**src/dmx_defs.svh**
```systemverilog
// Constants of the data-move executor: opcodes, address map, reset values.
// Assumes inclusion by bare name from every file that decodes words.
`ifndef DMX_DEFS_SVH
`define DMX_DEFS_SVH

// Opcode fields, compared against the top bits of a program word, bits 11:8 for the pointer second word
`define DMX_OP_PTR_LOAD    6'h38   // Pointer load, first word, bits 15:10
`define DMX_OP_SECOND      4'hf    // Second word prefix, bits 15:12
`define DMX_OP_PTR_SECOND  4'h0    // Pointer load second word, bits 11:8
`define DMX_OP_COPY        6'h14   // Copy file, bits 15:10
`define DMX_OP_MOVE        4'hc    // File to file move, bits 15:12
`define DMX_OP_BANK        8'h01   // Bank select load, bits 15:8
`define DMX_OP_LIT         8'h0e   // Literal to accumulator, bits 15:8
`define DMX_OP_STORE       7'h37   // Accumulator store, bits 15:9

// Field positions inside a word
`define DMX_BIT_DEST       9       // Destination select bit
`define DMX_BIT_BANK       8       // Bank access bit

// Pointer index range
`define DMX_PTR_LAST       2'd2    // Highest valid pointer index

// Data space map
`define DMX_ACCESS_SPLIT   8'h80   // Access bank low/high split offset
`define DMX_ACCESS_LOW     4'h0    // Access bank lower half page
`define DMX_ACCESS_HIGH    4'hf    // Access bank upper half page
`define DMX_ACC_ADDR       12'hfe8 // Accumulator location in data space

// Reset values
`define DMX_RST_BYTE       8'h00
`define DMX_RST_WORD       16'h0000
`define DMX_RST_PTR        16'h0000
`define DMX_ZERO_NIBBLE    4'h0

`endif

```
**src/dmx_pkg.sv**
```systemverilog
// Types of the data-move executor: quarter phases, operation kinds, sequence.
// Assumes nothing of its surroundings.
package dmx_pkg;

  // Quarter phase of one instruction cycle
  typedef enum logic [3:0] {
    dmx_ph_q1 = 4'b0001,
    dmx_ph_q2 = 4'b0010,
    dmx_ph_q3 = 4'b0100,
    dmx_ph_q4 = 4'b1000
  } dmx_phase_t;

  // Operation executed in the current instruction cycle
  typedef enum logic [8:0] {
    dmx_k_nop      = 9'h001,
    dmx_k_ptr_hi   = 9'h002,
    dmx_k_ptr_lo   = 9'h004,
    dmx_k_copy     = 9'h008,
    dmx_k_move_src = 9'h010,
    dmx_k_move_dst = 9'h020,
    dmx_k_bank     = 9'h040,
    dmx_k_lit      = 9'h080,
    dmx_k_store    = 9'h100
  } dmx_kind_t;

  // Expectation for the next fetched word
  typedef enum logic [2:0] {
    dmx_seq_idle  = 3'b001,
    dmx_seq_ptr2  = 3'b010,
    dmx_seq_move2 = 3'b100
  } dmx_seq_t;

endpackage : dmx_pkg

```
**src/dmx_quarter_phase.sv**
```systemverilog
// Quarter phase sequencer: four clocks make one instruction cycle.
// Assumes one free running clock and an asynchronous high reset.
module dmx_quarter_phase
  import dmx_pkg::*;
(
  input  wire logic i_clk,
  input  wire logic i_reset,
  output dmx_phase_t o_phase
);

  dmx_phase_t next_phase; // Following quarter

  // Step Q1 to Q4 and wrap
  always_comb begin
    case (o_phase)
      dmx_ph_q1: next_phase = dmx_ph_q2;
      dmx_ph_q2: next_phase = dmx_ph_q3;
      dmx_ph_q3: next_phase = dmx_ph_q4;
      dmx_ph_q4: next_phase = dmx_ph_q1;
      default:   next_phase = dmx_ph_q1;
    endcase
  end

  // Phase register, Q1 out of reset
  always_ff @(posedge i_clk or posedge i_reset) begin
    if (i_reset) begin
      o_phase <= dmx_ph_q1;
    end else begin
      o_phase <= next_phase;
    end
  end

endmodule : dmx_quarter_phase

```
**src/dmx_exec.sv**
```systemverilog
// Data-move instruction executor: decodes words and moves bytes.
// Assumes a data memory that answers a read one clock after o_rd_en,
// and a fetch unit that offers a word with i_word_valid during Q1.
`include "dmx_defs.svh"
module dmx_exec
  import dmx_pkg::*;
(
  input  wire logic        i_clk,
  input  wire logic        i_reset,
  input  wire logic [15:0] i_word,
  input  wire logic        i_word_valid,
  input  wire logic [7:0]  i_rd_data,
  output dmx_phase_t       o_phase,
  output logic             o_rd_en,
  output logic [11:0]      o_rd_addr,
  output logic             o_wr_en,
  output logic [11:0]      o_wr_addr,
  output logic [7:0]       o_wr_data,
  output logic [7:0]       o_accum,
  output logic [7:0]       o_bank,
  output logic [15:0]      o_ptr0,
  output logic [15:0]      o_ptr1,
  output logic [15:0]      o_ptr2,
  output logic             o_flag_n,
  output logic             o_flag_z
);

  // Data space address of a banked file operand
  function automatic logic [11:0] dmx_file_addr(
    input logic [7:0] f,
    input logic       a,
    input logic [3:0] bank
  );
    logic [3:0] page;
    page = (f < `DMX_ACCESS_SPLIT) ? `DMX_ACCESS_LOW : `DMX_ACCESS_HIGH;
    dmx_file_addr = a ? {bank, f} : {page, f};
  endfunction : dmx_file_addr

  // True where an address names the accumulator
  function automatic logic dmx_is_acc(input logic [11:0] addr);
    dmx_is_acc = (addr == `DMX_ACC_ADDR);
  endfunction : dmx_is_acc

  logic [15:0] ir;          // Word of the current cycle
  dmx_kind_t   kind;        // Operation of the current cycle
  dmx_seq_t    seq;         // Word expected next
  logic [1:0]  ptr_sel;     // Pointer chosen by the first word
  logic        src_acc;     // Read source is the accumulator
  logic [7:0]  hold_val;    // Value read in Q3, kept for the move
  logic [15:0] ptr [3];     // Pointers, {high byte, low byte}

  dmx_kind_t   next_kind;   // Kind decoded from the offered word
  dmx_seq_t    next_seq;    // Sequence after this word

  // Quarter phases
  dmx_quarter_phase u_phase (
    .i_clk   (i_clk),
    .i_reset (i_reset),
    .o_phase (o_phase)
  );

  wire ph_q1 = (o_phase == dmx_ph_q1);
  wire ph_q3 = (o_phase == dmx_ph_q3);
  wire ph_q4 = (o_phase == dmx_ph_q4);

  // Opcode matches on the offered word
  wire w_ptr    = (i_word[15:10] == `DMX_OP_PTR_LOAD);
  wire w_second = (i_word[15:12] == `DMX_OP_SECOND);
  wire w_ptr_lo = w_second &&
                  (i_word[11:8] == `DMX_OP_PTR_SECOND);
  wire w_copy   = (i_word[15:10] == `DMX_OP_COPY);
  wire w_move   = (i_word[15:12] == `DMX_OP_MOVE);
  wire w_bank   = (i_word[15:8] == `DMX_OP_BANK);
  wire w_lit    = (i_word[15:8] == `DMX_OP_LIT);
  wire w_store  = (i_word[15:9] == `DMX_OP_STORE);

  // Second words finish their pair; a lone prefixed word is a no-op
  assign next_kind =
    (seq == dmx_seq_ptr2)  ? (w_ptr_lo ? dmx_k_ptr_lo : dmx_k_nop) :
    (seq == dmx_seq_move2) ? (w_second ? dmx_k_move_dst : dmx_k_nop) :
    w_ptr   ? dmx_k_ptr_hi   :
    w_copy  ? dmx_k_copy     :
    w_move  ? dmx_k_move_src :
    w_bank  ? dmx_k_bank     :
    w_lit   ? dmx_k_lit      :
    w_store ? dmx_k_store    :
    dmx_k_nop;

  assign next_seq = (seq != dmx_seq_idle) ? dmx_seq_idle :
                    w_ptr  ? dmx_seq_ptr2  :
                    w_move ? dmx_seq_move2 :
                    dmx_seq_idle;

  // Read address for the coming Q2
  wire [11:0] next_rd_addr = w_move ? i_word[11:0] :
    dmx_file_addr(i_word[7:0], i_word[`DMX_BIT_BANK], o_bank[3:0]);
  wire next_reads = (next_kind == dmx_k_copy) ||
                    (next_kind == dmx_k_move_src);
  wire next_src_acc = dmx_is_acc(next_rd_addr);

  // Word capture at the end of Q1
  always_ff @(posedge i_clk or posedge i_reset) begin
    if (i_reset) begin
      ir      <= `DMX_RST_WORD;
      kind    <= dmx_k_nop;
      seq     <= dmx_seq_idle;
      ptr_sel <= 2'h0;
      src_acc <= 1'b0;
    end else if (ph_q1) begin
      ir      <= i_word;
      kind    <= i_word_valid ? next_kind : dmx_k_nop;
      seq     <= i_word_valid ? next_seq : seq;
      ptr_sel <= (i_word_valid && next_kind == dmx_k_ptr_hi) ?
                 i_word[9:8] : ptr_sel;
      src_acc <= next_src_acc;
    end
  end

  // Data read strobe stands through Q2 only; never in the move's 2nd cycle
  always_ff @(posedge i_clk or posedge i_reset) begin
    if (i_reset) begin
      o_rd_en   <= 1'b0;
      o_rd_addr <= 12'h000;
    end else begin
      o_rd_en   <= ph_q1 && i_word_valid && next_reads &&
                   !next_src_acc;
      o_rd_addr <= ph_q1 ? next_rd_addr : o_rd_addr;
    end
  end

  // Operand value seen in Q3
  wire [7:0]  read_val  = src_acc ? o_accum : i_rd_data;
  wire [11:0] file_addr = dmx_file_addr(ir[7:0], ir[`DMX_BIT_BANK],
                                        o_bank[3:0]);
  wire        file_acc  = dmx_is_acc(file_addr);
  wire        dst_acc   = dmx_is_acc(ir[11:0]);
  wire        to_file   = ir[`DMX_BIT_DEST];

  // Keep the read value for Q4 and the move's second cycle
  always_ff @(posedge i_clk or posedge i_reset) begin
    if (i_reset) begin
      hold_val <= `DMX_RST_BYTE;
    end else if (ph_q3 && (kind == dmx_k_copy ||
                           kind == dmx_k_move_src)) begin
      hold_val <= read_val;
    end
  end

  // Data space writes, driven through Q4
  wire wr_copy  = (kind == dmx_k_copy) && to_file && !file_acc;
  wire wr_store = (kind == dmx_k_store) && !file_acc;
  wire wr_move  = (kind == dmx_k_move_dst) && !dst_acc;
  wire [11:0] next_wr_addr = wr_move ? ir[11:0] : file_addr;
  wire [7:0]  next_wr_data = wr_copy ? read_val :
                             wr_store ? o_accum : hold_val;

  always_ff @(posedge i_clk or posedge i_reset) begin
    if (i_reset) begin
      o_wr_en   <= 1'b0;
      o_wr_addr <= 12'h000;
      o_wr_data <= `DMX_RST_BYTE;
    end else begin
      o_wr_en   <= ph_q3 && (wr_copy || wr_store || wr_move);
      o_wr_addr <= ph_q3 ? next_wr_addr : o_wr_addr;
      o_wr_data <= ph_q3 ? next_wr_data : o_wr_data;
    end
  end

  // Accumulator next value at the end of Q4
  wire [7:0] next_accum =
    (kind == dmx_k_lit) ? ir[7:0] :
    (kind == dmx_k_copy && (!to_file || file_acc)) ? hold_val :
    (kind == dmx_k_move_dst && dst_acc) ? hold_val :
    o_accum;

  always_ff @(posedge i_clk or posedge i_reset) begin
    if (i_reset) begin
      o_accum <= `DMX_RST_BYTE;
    end else if (ph_q4) begin
      o_accum <= next_accum;
    end
  end

  // Negative and zero flags, changed by the copy only
  always_ff @(posedge i_clk or posedge i_reset) begin
    if (i_reset) begin
      o_flag_n <= 1'b0;
      o_flag_z <= 1'b0;
    end else if (ph_q4 && kind == dmx_k_copy) begin
      o_flag_n <= hold_val[7];
      o_flag_z <= (hold_val == `DMX_RST_BYTE);
    end
  end

  // Bank select, upper nibble held at zero
  always_ff @(posedge i_clk or posedge i_reset) begin
    if (i_reset) begin
      o_bank <= `DMX_RST_BYTE;
    end else if (ph_q4 && kind == dmx_k_bank) begin
      o_bank <= {`DMX_ZERO_NIBBLE, ir[3:0]};
    end
  end

  // Pointers; an index of 3 leaves every pointer unchanged
  wire ptr_ok = (ptr_sel <= `DMX_PTR_LAST);
  always_ff @(posedge i_clk or posedge i_reset) begin
    if (i_reset) begin
      for (int i = 0; i < 3; i++) begin
        ptr[i] <= `DMX_RST_PTR;
      end
    end else if (ph_q4 && ptr_ok && kind == dmx_k_ptr_hi) begin
      ptr[ptr_sel][15:8] <= {`DMX_ZERO_NIBBLE, ir[3:0]};
    end else if (ph_q4 && ptr_ok && kind == dmx_k_ptr_lo) begin
      ptr[ptr_sel][7:0] <= ir[7:0];
    end
  end

  assign o_ptr0 = ptr[0];
  assign o_ptr1 = ptr[1];
  assign o_ptr2 = ptr[2];
endmodule : dmx_exec

```
**config.mk**
```make
export PLATFORM = sky130hd
export DESIGN_NAME = dmx_exec
export DESIGN_NICKNAME = d
export VERILOG_FILES = /design/src/dmx_pkg.sv /design/src/dmx_quarter_phase.sv /design/src/dmx_exec.sv
export VERILOG_INCLUDE_DIRS = /design/src
export SDC_FILE = /design/constraint.sdc
export NUM_CORES = 1
export LEC_CHECK = 0
export ABC_AREA = 1
export BUFFER_PORTS_ARGS = -buffer_cell sky130_fd_sc_hd__buf_2
export CORE_UTILIZATION = 38
export DETAILED_ROUTE_END_ITERATION = 16
export SYNTH_ARGS = -nofsm -noshare
export SYNTH_HDL_FRONTEND = slang
export SYNTH_SLANG_ARGS = --single-unit
```
**constraint.sdc**
```tcl
create_clock -name i_clk -period 3.2 [get_ports i_clk]
set_input_delay 0.32 -clock i_clk [delete_from_list [all_inputs] [get_ports i_clk]]
set_output_delay 0.32 -clock i_clk [all_outputs]
set_load 0.005 [all_outputs]
```
==> results of run 1 <==
==> synthesized netlist by cell type <==
cell	n	area (µm²)
o21a_1	1	7.51
a32o_1	1	10.0
a22o_1	1	8.76
nand2_2	4	25.0
o22ai_1	2	12.5
o211ai_1	1	7.51
nor3_1	10	50.1
or2_2	1	6.26
o32ai_1	1	8.76
nor3_2	1	10.0
nand4_1	5	31.3
a21oi_1	3	15.0
clkinv_1	1	3.75
nor4_1	4	25.0
nand2_1	196	736
nor2_2	2	12.5
o21ai_2	7	61.3
nand3_1	55	275
mux2_1	1	11.3
o21ai_0	73	365
buf_4	25	188
buf_6	4	45.0
dfrtp_1	112	2800
dfstp_2	3	78.8
buf_2	2	10.0
nor3_4	6	97.6
nor2_1	30	113
o41ai_1	1	8.76
conb_1	1	3.75
inv_1	49	184
inv_2	7	26.3
o21ai_1	29	145
nor3b_1	1	7.51
nand3_2	6	60.1
clkbuf_1	12	45.0
==> tightest hold or removal path, cell delays in order <==
cell        delay [ns]
buf_2             0.11
clkinvlp_4        0.09
buf_12            0.35
==> logic make-up (layout without fill, tap and decap cells) <==
group	after synthesis	count (layout)
AOI/OAI and AO/OA	120	120
muxes	1	1
buffers and inverters	100	207
other	1	16
DFF	115	115
and+or+nand+nor	321	321
==> stage by stage <==
| stage | setup WS, ns | cell area, µm² | hold slack (ns) |
|---|---|---|---|
| finish | 0.929 | 6750 | 0.0374 |
| global route | 0.647 | 6750 | 0.0617 |
| CTS | 0.966 | 6750 | 0.0437 |
| detailed placement | 0.997 | 6110 | 0.461 |
| global placement | 1.21 | 6110 | 0.460 |
| floorplan | 1.48 | 5560 | 0.437 |
==> power groups by stage <==
stage                     registers [mW]  clock network (mW)  logic (mW)
after floorplan                     1.53                   0       0.123
after global placement              1.53                   0       0.179
after detailed placement            1.53                   0       0.182
after CTS                           1.51                2.08       0.182
after global routing                1.51                2.15       0.207
final                               1.51                2.05       0.179
==> cell type report <==
class	count	area, µm²
Clock buffer	18	439
Multi-Input combinational cell	458	2170
Clock inverter	14	204
Timing Repair Buffer	118	613
Tap cell	180	225
Sequential cell	115	2880
Inverter	57	218
Fill cell	1377	7240
==> per-layer routing <==
metal | vias up | share of wire | wire (µm) | GRT usage
li1 | 2346 | - | - | -
met1 | 2314 | 0.45 | 6690 | 0.282
met2 | 162 | 0.47 | 6940 | 0.329
met3 | 18 | 0.061 | 897 | 0.0623
met4 | 0 | 0.015 | 214 | 0.0678
met5 | - | 0 | 0 | 0
==> sequential cells by signal (all words and copies together), names as in the netlist <==
name and flops:
o_flag_n 1, o_wr_data 8, src_acc 1, ptr_sel 2
o_ptr1 12, kind 9, o_wr_en 1, ir 12
o_ptr2 12, hold_val 8, seq 3, o_ptr0 12
o_rd_addr 4, u_phase.o_phase 4, o_rd_en 1, o_wr_addr 12
o_flag_z 1, o_bank 4, o_accum 8
==> worst max-delay path by stage <==
stage,start,end,slack (ns),cells after the start
2_1_floorplan,i_reset,hold_val[0],1.48,1
3_3_place_gp,ir[0],o_wr_data[7],1.21,9
3_5_place_dp,ir[1],o_accum[2],1.0,9
4_1_cts,ir[1],o_accum[6],0.97,9
5_1_grt,ir[1],o_accum[2],0.65,9
6_report,ir[1],o_wr_data[4],0.93,9
==> placed cells by master, fill, tap and decap left out, types with 4 or more instances in the layout <==
cell | netlist | routed
nor2_1 | 30 | 30
dfrtp_1 | 112 | 112
nor4_1 | 4 | 4
buf_2 | 2 | 114
clkinvlp_4 | 0 | 4
clkinv_4 | 0 | 5
bufinv_16 | 0 | 4
inv_2 | 7 | 7
conb_1 | 1 | 16
o21ai_2 | 7 | 7
nand2_2 | 4 | 4
inv_1 | 49 | 48
nand3_1 | 55 | 55
nand4_1 | 5 | 5
nor3_4 | 6 | 6
o21ai_0 | 73 | 73
nand2_1 | 196 | 196
nor3_1 | 10 | 10
clkbuf_16 | 0 | 17
o21ai_1 | 29 | 29
nand3_2 | 6 | 6
==> impl_metrics.json, run 1 <==
{
  "gp_congestion": 0.854,
  "crit_buf_inv": 2,
  "switching_share": 0.231,
  "dr.pass1.iters": 5,
  "setup_tns_ns": 0,
  "viasPerCell": 5.04,
  "maxCapViolations": 0,
  "worst_setup_path_start_kind": "register",
  "synth_top_family_by_area": "simple AND/OR/NAND/NOR gates",
  "remaining_drc_errors": 0,
  "critical-path-slowest-cell": "nand3_1",
  "max_freq_mhz": 440,
  "power_frac_seq": 0.404,
  "ios": 131,
  "yosys.area_share.simple": 0.264,
  "die_h_um": 122,
  "setup_viol": 0,
  "crit_required_ns": 3.56,
  "finalCritPeriodShare": 0.710,
  "grt_max_degree": 78,
  "synth_seq_cells": 115,
  "power_mw": 3.74,
  "io_buffers": 114,
  "leakagePower_nw": 3.47,
  "worstSetupPathType": "register to register",
  "clock-sinks": 115,
  "grt_overflow": 0,
  "drt_wl_total_um": 14700,
  "h-tree-depth": 4,
  "numCtsBuffers": 17,
  "grt_pass1_wl_um": 23700,
  "p_int_mw": 2.87,
  "hold_viol": 0,
  "first_global_vias": 4686,
  "areaGrowthSynthToFinish_pct": 22.8,
  "final_layout_size_suffix_gt1_frac": 0.241,
  "cts_root_buf": "clkbuf_16",
  "ant_nets": 0,
  "ff2ff_path_depth": 9,
  "comb_power_share": 0.048,
  "clk_path_buf_depth": 2,
  "synthAdderAreaFrac": 0,
  "rsz0062_at_grt": "no",
  "status": "completed",
  "cp_max_fo": 12,
  "core_um2": 14000,
  "antenna_found_initial": 0,
  "muxShareOfSynthArea": 0.00205,
  "dp_cells": 928,
  "track_usage": 0.211,
  "die-width_um": 122,
  "clock_latency_ns": 0.42,
  "via_count": 4840,
  "p_sw_uw": 861,
  "period_needed_ns": 2.27,
  "min_path_type": "input port to async pin",
  "relSlewSlack": 0.567,
  "fin_nets": 794,
  "slew_violations": 0,
  "synth_cell_types": 35,
  "reg2reg_slack_ns": 0.93,
  "start_util": 0.393,
  "worstPathCellList": "inv_1 -> nand4_1 -> nor2_1 -> nand3_1 -> nand3_2 -> inv_2 -> nand2_1 -> nand3_1 -> nand2_1",
  "syn_inst": 658,
  "r2r_start": "ir[1]",
  "wl_per_cell_um": 15.4,
  "final_util": 0.483,
  "path_clk_slew_ns": 0.06,
  "num_antenna_cells": 0,
  "timing.rr.end": "o_wr_data[4]",
  "synth-compound-area-share": 0.118,
  "drtIter0Drc": 274,
  "synth_xor_area_frac": 0,
  "postCtsSetupBuffers": 0,
  "worst_pin_slew_ns": 0.650,
  "ys.warnings.count": 0,
  "clock_skew_ns": 0.00795,
  "path_delay_family": "simple AND/OR/NAND/NOR gates",
  "die_area_um2": 15000,
  "p_clk_frac": 0.548,
  "fin_cells": 960,
  "ir_drop_mv": 0.362,
  "syn-mean-instance-area_um2": 8.36,
  "seq_area_frac_synth": 0.524,
  "cp_data_arrival_time_ns": 2.63,
  "rows": 43,
  "power_per_cell_area_nw_per_um2": 553,
  "cts_hold_buf": 0,
  "cts_tree": "done",
  "dp_hpwl_um": 10800,
  "cp_slowest_stage_delay_ns": 0.45,
  "syn_area_um2": 5500,
  "cp-end-kind": "register",
  "cts_resized": 0
}
No activity file was read; power rests on OpenSTA's default activity.
==> inputs of run 2 (changes only) <==
==> constraint.sdc (replaced) <==
create_clock -name i_clk -period 2.1 [get_ports i_clk]
set_input_delay 0.21 -clock i_clk [delete_from_list [all_inputs] [get_ports i_clk]]
set_output_delay 0.21 -clock i_clk [all_outputs]
set_load 0.005 [all_outputs]
==> run 2 against run 1 <==
Effect of this change: sequential share of layout area decreased by 0.62 points; final cell count increased by 1.4%; clock-buffer cell count increased by 3; fmax increased by 19%; power increased by 50%; hold slack improved by 0.0043 ns; global-route usage increased by 0.23 points; wire length increased by 0.52%; non-clock buffer count increased by 13; core utilization increased by 0.72 points; sequential power increased by 52%; die area unchanged; critical path type unchanged; critical endpoint is now o_ptr2[3]; largest cell class unchanged.
==> impl_metrics.json, run 2 (synthesized netlist as in run 1, its figures left out) <==
{
  "drt_wl_total_um": 14800,
  "clock_latency_ns": 0.42,
  "cp_max_fo": 16,
  "clk_path_buf_depth": 2,
  "maxCapViolations": 0,
  "start_util": 0.393,
  "fillers": 1376,
  "finalCritPeriodShare": 0.908,
  "leakagePower_nw": 3.53,
  "slew_violations": 0,
  "h-tree-depth": 4,
  "ant_nets": 0,
  "die_area_um2": 15000,
  "ir_drop_mv": 0.505,
  "period_needed_ns": 1.91,
  "relSlewSlack": 0.559,
  "dr.pass1.iters": 4,
  "status": "completed",
  "min_path_type": "input port to register",
  "worstSetupPathType": "register to register",
  "layout_commonest_cell": "nand2_1",
  "critical-path-slowest-cell": "dfrtp_1",
  "via_count": 4864,
  "holdWs_ns": 0.0416,
  "setup_viol": 0,
  "drtIter0Drc": 380,
  "cp_slowest_stage_delay_ns": 0.41,
  "cp-end-kind": "register",
  "numCtsBuffers": 17,
  "crit_required_ns": 2.39,
  "die_h_um": 122,
  "core_um2": 14000,
  "path_clk_slew_ns": 0.05,
  "cp_data_arrival_time_ns": 2.19,
  "power_per_cell_area_nw_per_um2": 816,
  "max_freq_mhz": 525,
  "wl_per_cell_um": 15.2,
  "worst_pin_slew_ns": 0.661,
  "remaining_drc_errors": 0,
  "track_usage": 0.214,
  "areaGrowthSynthToFinish_pct": 24.6,
  "num_antenna_cells": 0,
  "fin_nets": 807,
  "ff2ff_path_depth": 8,
  "worstPathCellList": "inv_2 -> nand2_2 -> nor3_4 -> o21ai_2 -> nor3_4 -> nand3_4 -> nand2_1 -> o21ai_2",
  "die-width_um": 122,
  "clock_skew_ns": 0.00778,
  "dp_hpwl_um": 10800,
  "rows": 43,
  "io_buffers": 114,
  "first_global_vias": 4771,
  "cts_root_buf": "clkbuf_16",
  "grt_pass1_wl_um": 24200,
  "final_layout_size_suffix_gt1_frac": 0.251,
  "viasPerCell": 5.00,
  "ios": 131,
  "postCtsSetupBuffers": 0,
  "clock-sinks": 115,
  "cts_tree": "done",
  "grt_max_degree": 63,
  "antenna_found_initial": 0,
  "holdPathStages": 3,
  "final_cell_mix": "nand2_1 (196), buf_2 (114), dfrtp_1 (112)",
  "gp_congestion": 0.887,
  "worst_setup_path_start_kind": "register",
  "final_util": 0.490,
  "hold_viol": 0,
  "grt_overflow": 0
}
==> run 2: changes by cell type in the layout (fill, tap and decap cells not counted), moves of 2 or more <==
cell | before | now
clkbuf_8 | 1 | 3
clkinv_2 | 0 | 2
clkinv_4 | 5 | 2
nand3_4 | 0 | 3
buf_4 | 3 | 15
nand3_2 | 6 | 3
==> run 2: area by class of cell <==
class                      count  area, µm²  share of cell area
clock inverter                11        150              0.0219
sequential                   115       2880               0.421
clock buffer                  21        470              0.0687
inverter                      57        218              0.0318
timing repair buffer         131        713               0.104
tap                          180        225              0.0329
multi-input combinational    458       2190               0.320
==> run 2: repair_timing <==
| item | 4_1_cts | 5_1_grt |
|---|---|---|
| endpoints found under the setup margin | 0 | 9 |
| endpoints found under the hold margin | 14 | 0 |
| gates resized for setup | 0 | 3 |
| hold buffers | 1 | 0 |
==> run 2: final timing paths <==
path	start	slack, ns	end
min	i_word[4]	0.04	ir[4]
max	u_phase.o_phase[1]	0.19	o_ptr2[3]
min reg2reg	o_wr_addr[1]	0.47	o_wr_addr[1]
max reg2reg	u_phase.o_phase[1]	0.19	o_ptr2[3]
min in group asynchronous	i_reset	0.33	o_ptr1[10]
max in group asynchronous	i_reset	0.94	u_phase.o_phase[0]
==> run 2: where the power goes <==
part / switching (mW) / internal (mW)
sequential: 0.0343 / 2.26
combinational: 0.196 / 0.0928
clock: 1.04 / 1.96
total: 1.27 / 4.32
==> run 2: worst max-delay path, delay by kind of cell (launching register included) <==
family / cells / cell delay (ns)
AOI/OAI and AO/OA: 2 / 0.20
buffers and inverters: 1 / 0.08
DFF: 1 / 0.41
and+or+nand+nor: 5 / 1.07
==> run 2: layer usage <==
| metal | share of wire | GRT usage | vias up | wire (µm) |
|---|---|---|---|---|
| li1 | - | - | 2363 | - |
| met4 | 0.017 | 0.0732 | 0 | 246 |
| met3 | 0.061 | 0.0609 | 22 | 909 |
| met2 | 0.45 | 0.330 | 156 | 6740 |
| met5 | 0 | 0 | - | 0 |
| met1 | 0.47 | 0.287 | 2323 | 6920 |
==> run 2: per-stage QoR <==
step | cell area [µm²] | power [mW] | TNS, ns | cells | setup slack (ns)
3_3_place_gp | 6200 | 2.62 | 0 | 940 | 0.243
6_report | 6850 | 5.59 | 0 | 973 | 0.194
4_1_cts | 6830 | 5.64 | 0 | 973 | 0.159
5_1_grt | 6850 | 5.81 | -0.00893 | 973 | -0.00893
3_5_place_dp | 6200 | 2.63 | 0 | 940 | 0.168
2_1_floorplan | 5560 | 2.52 | 0 | 673 | 0.493
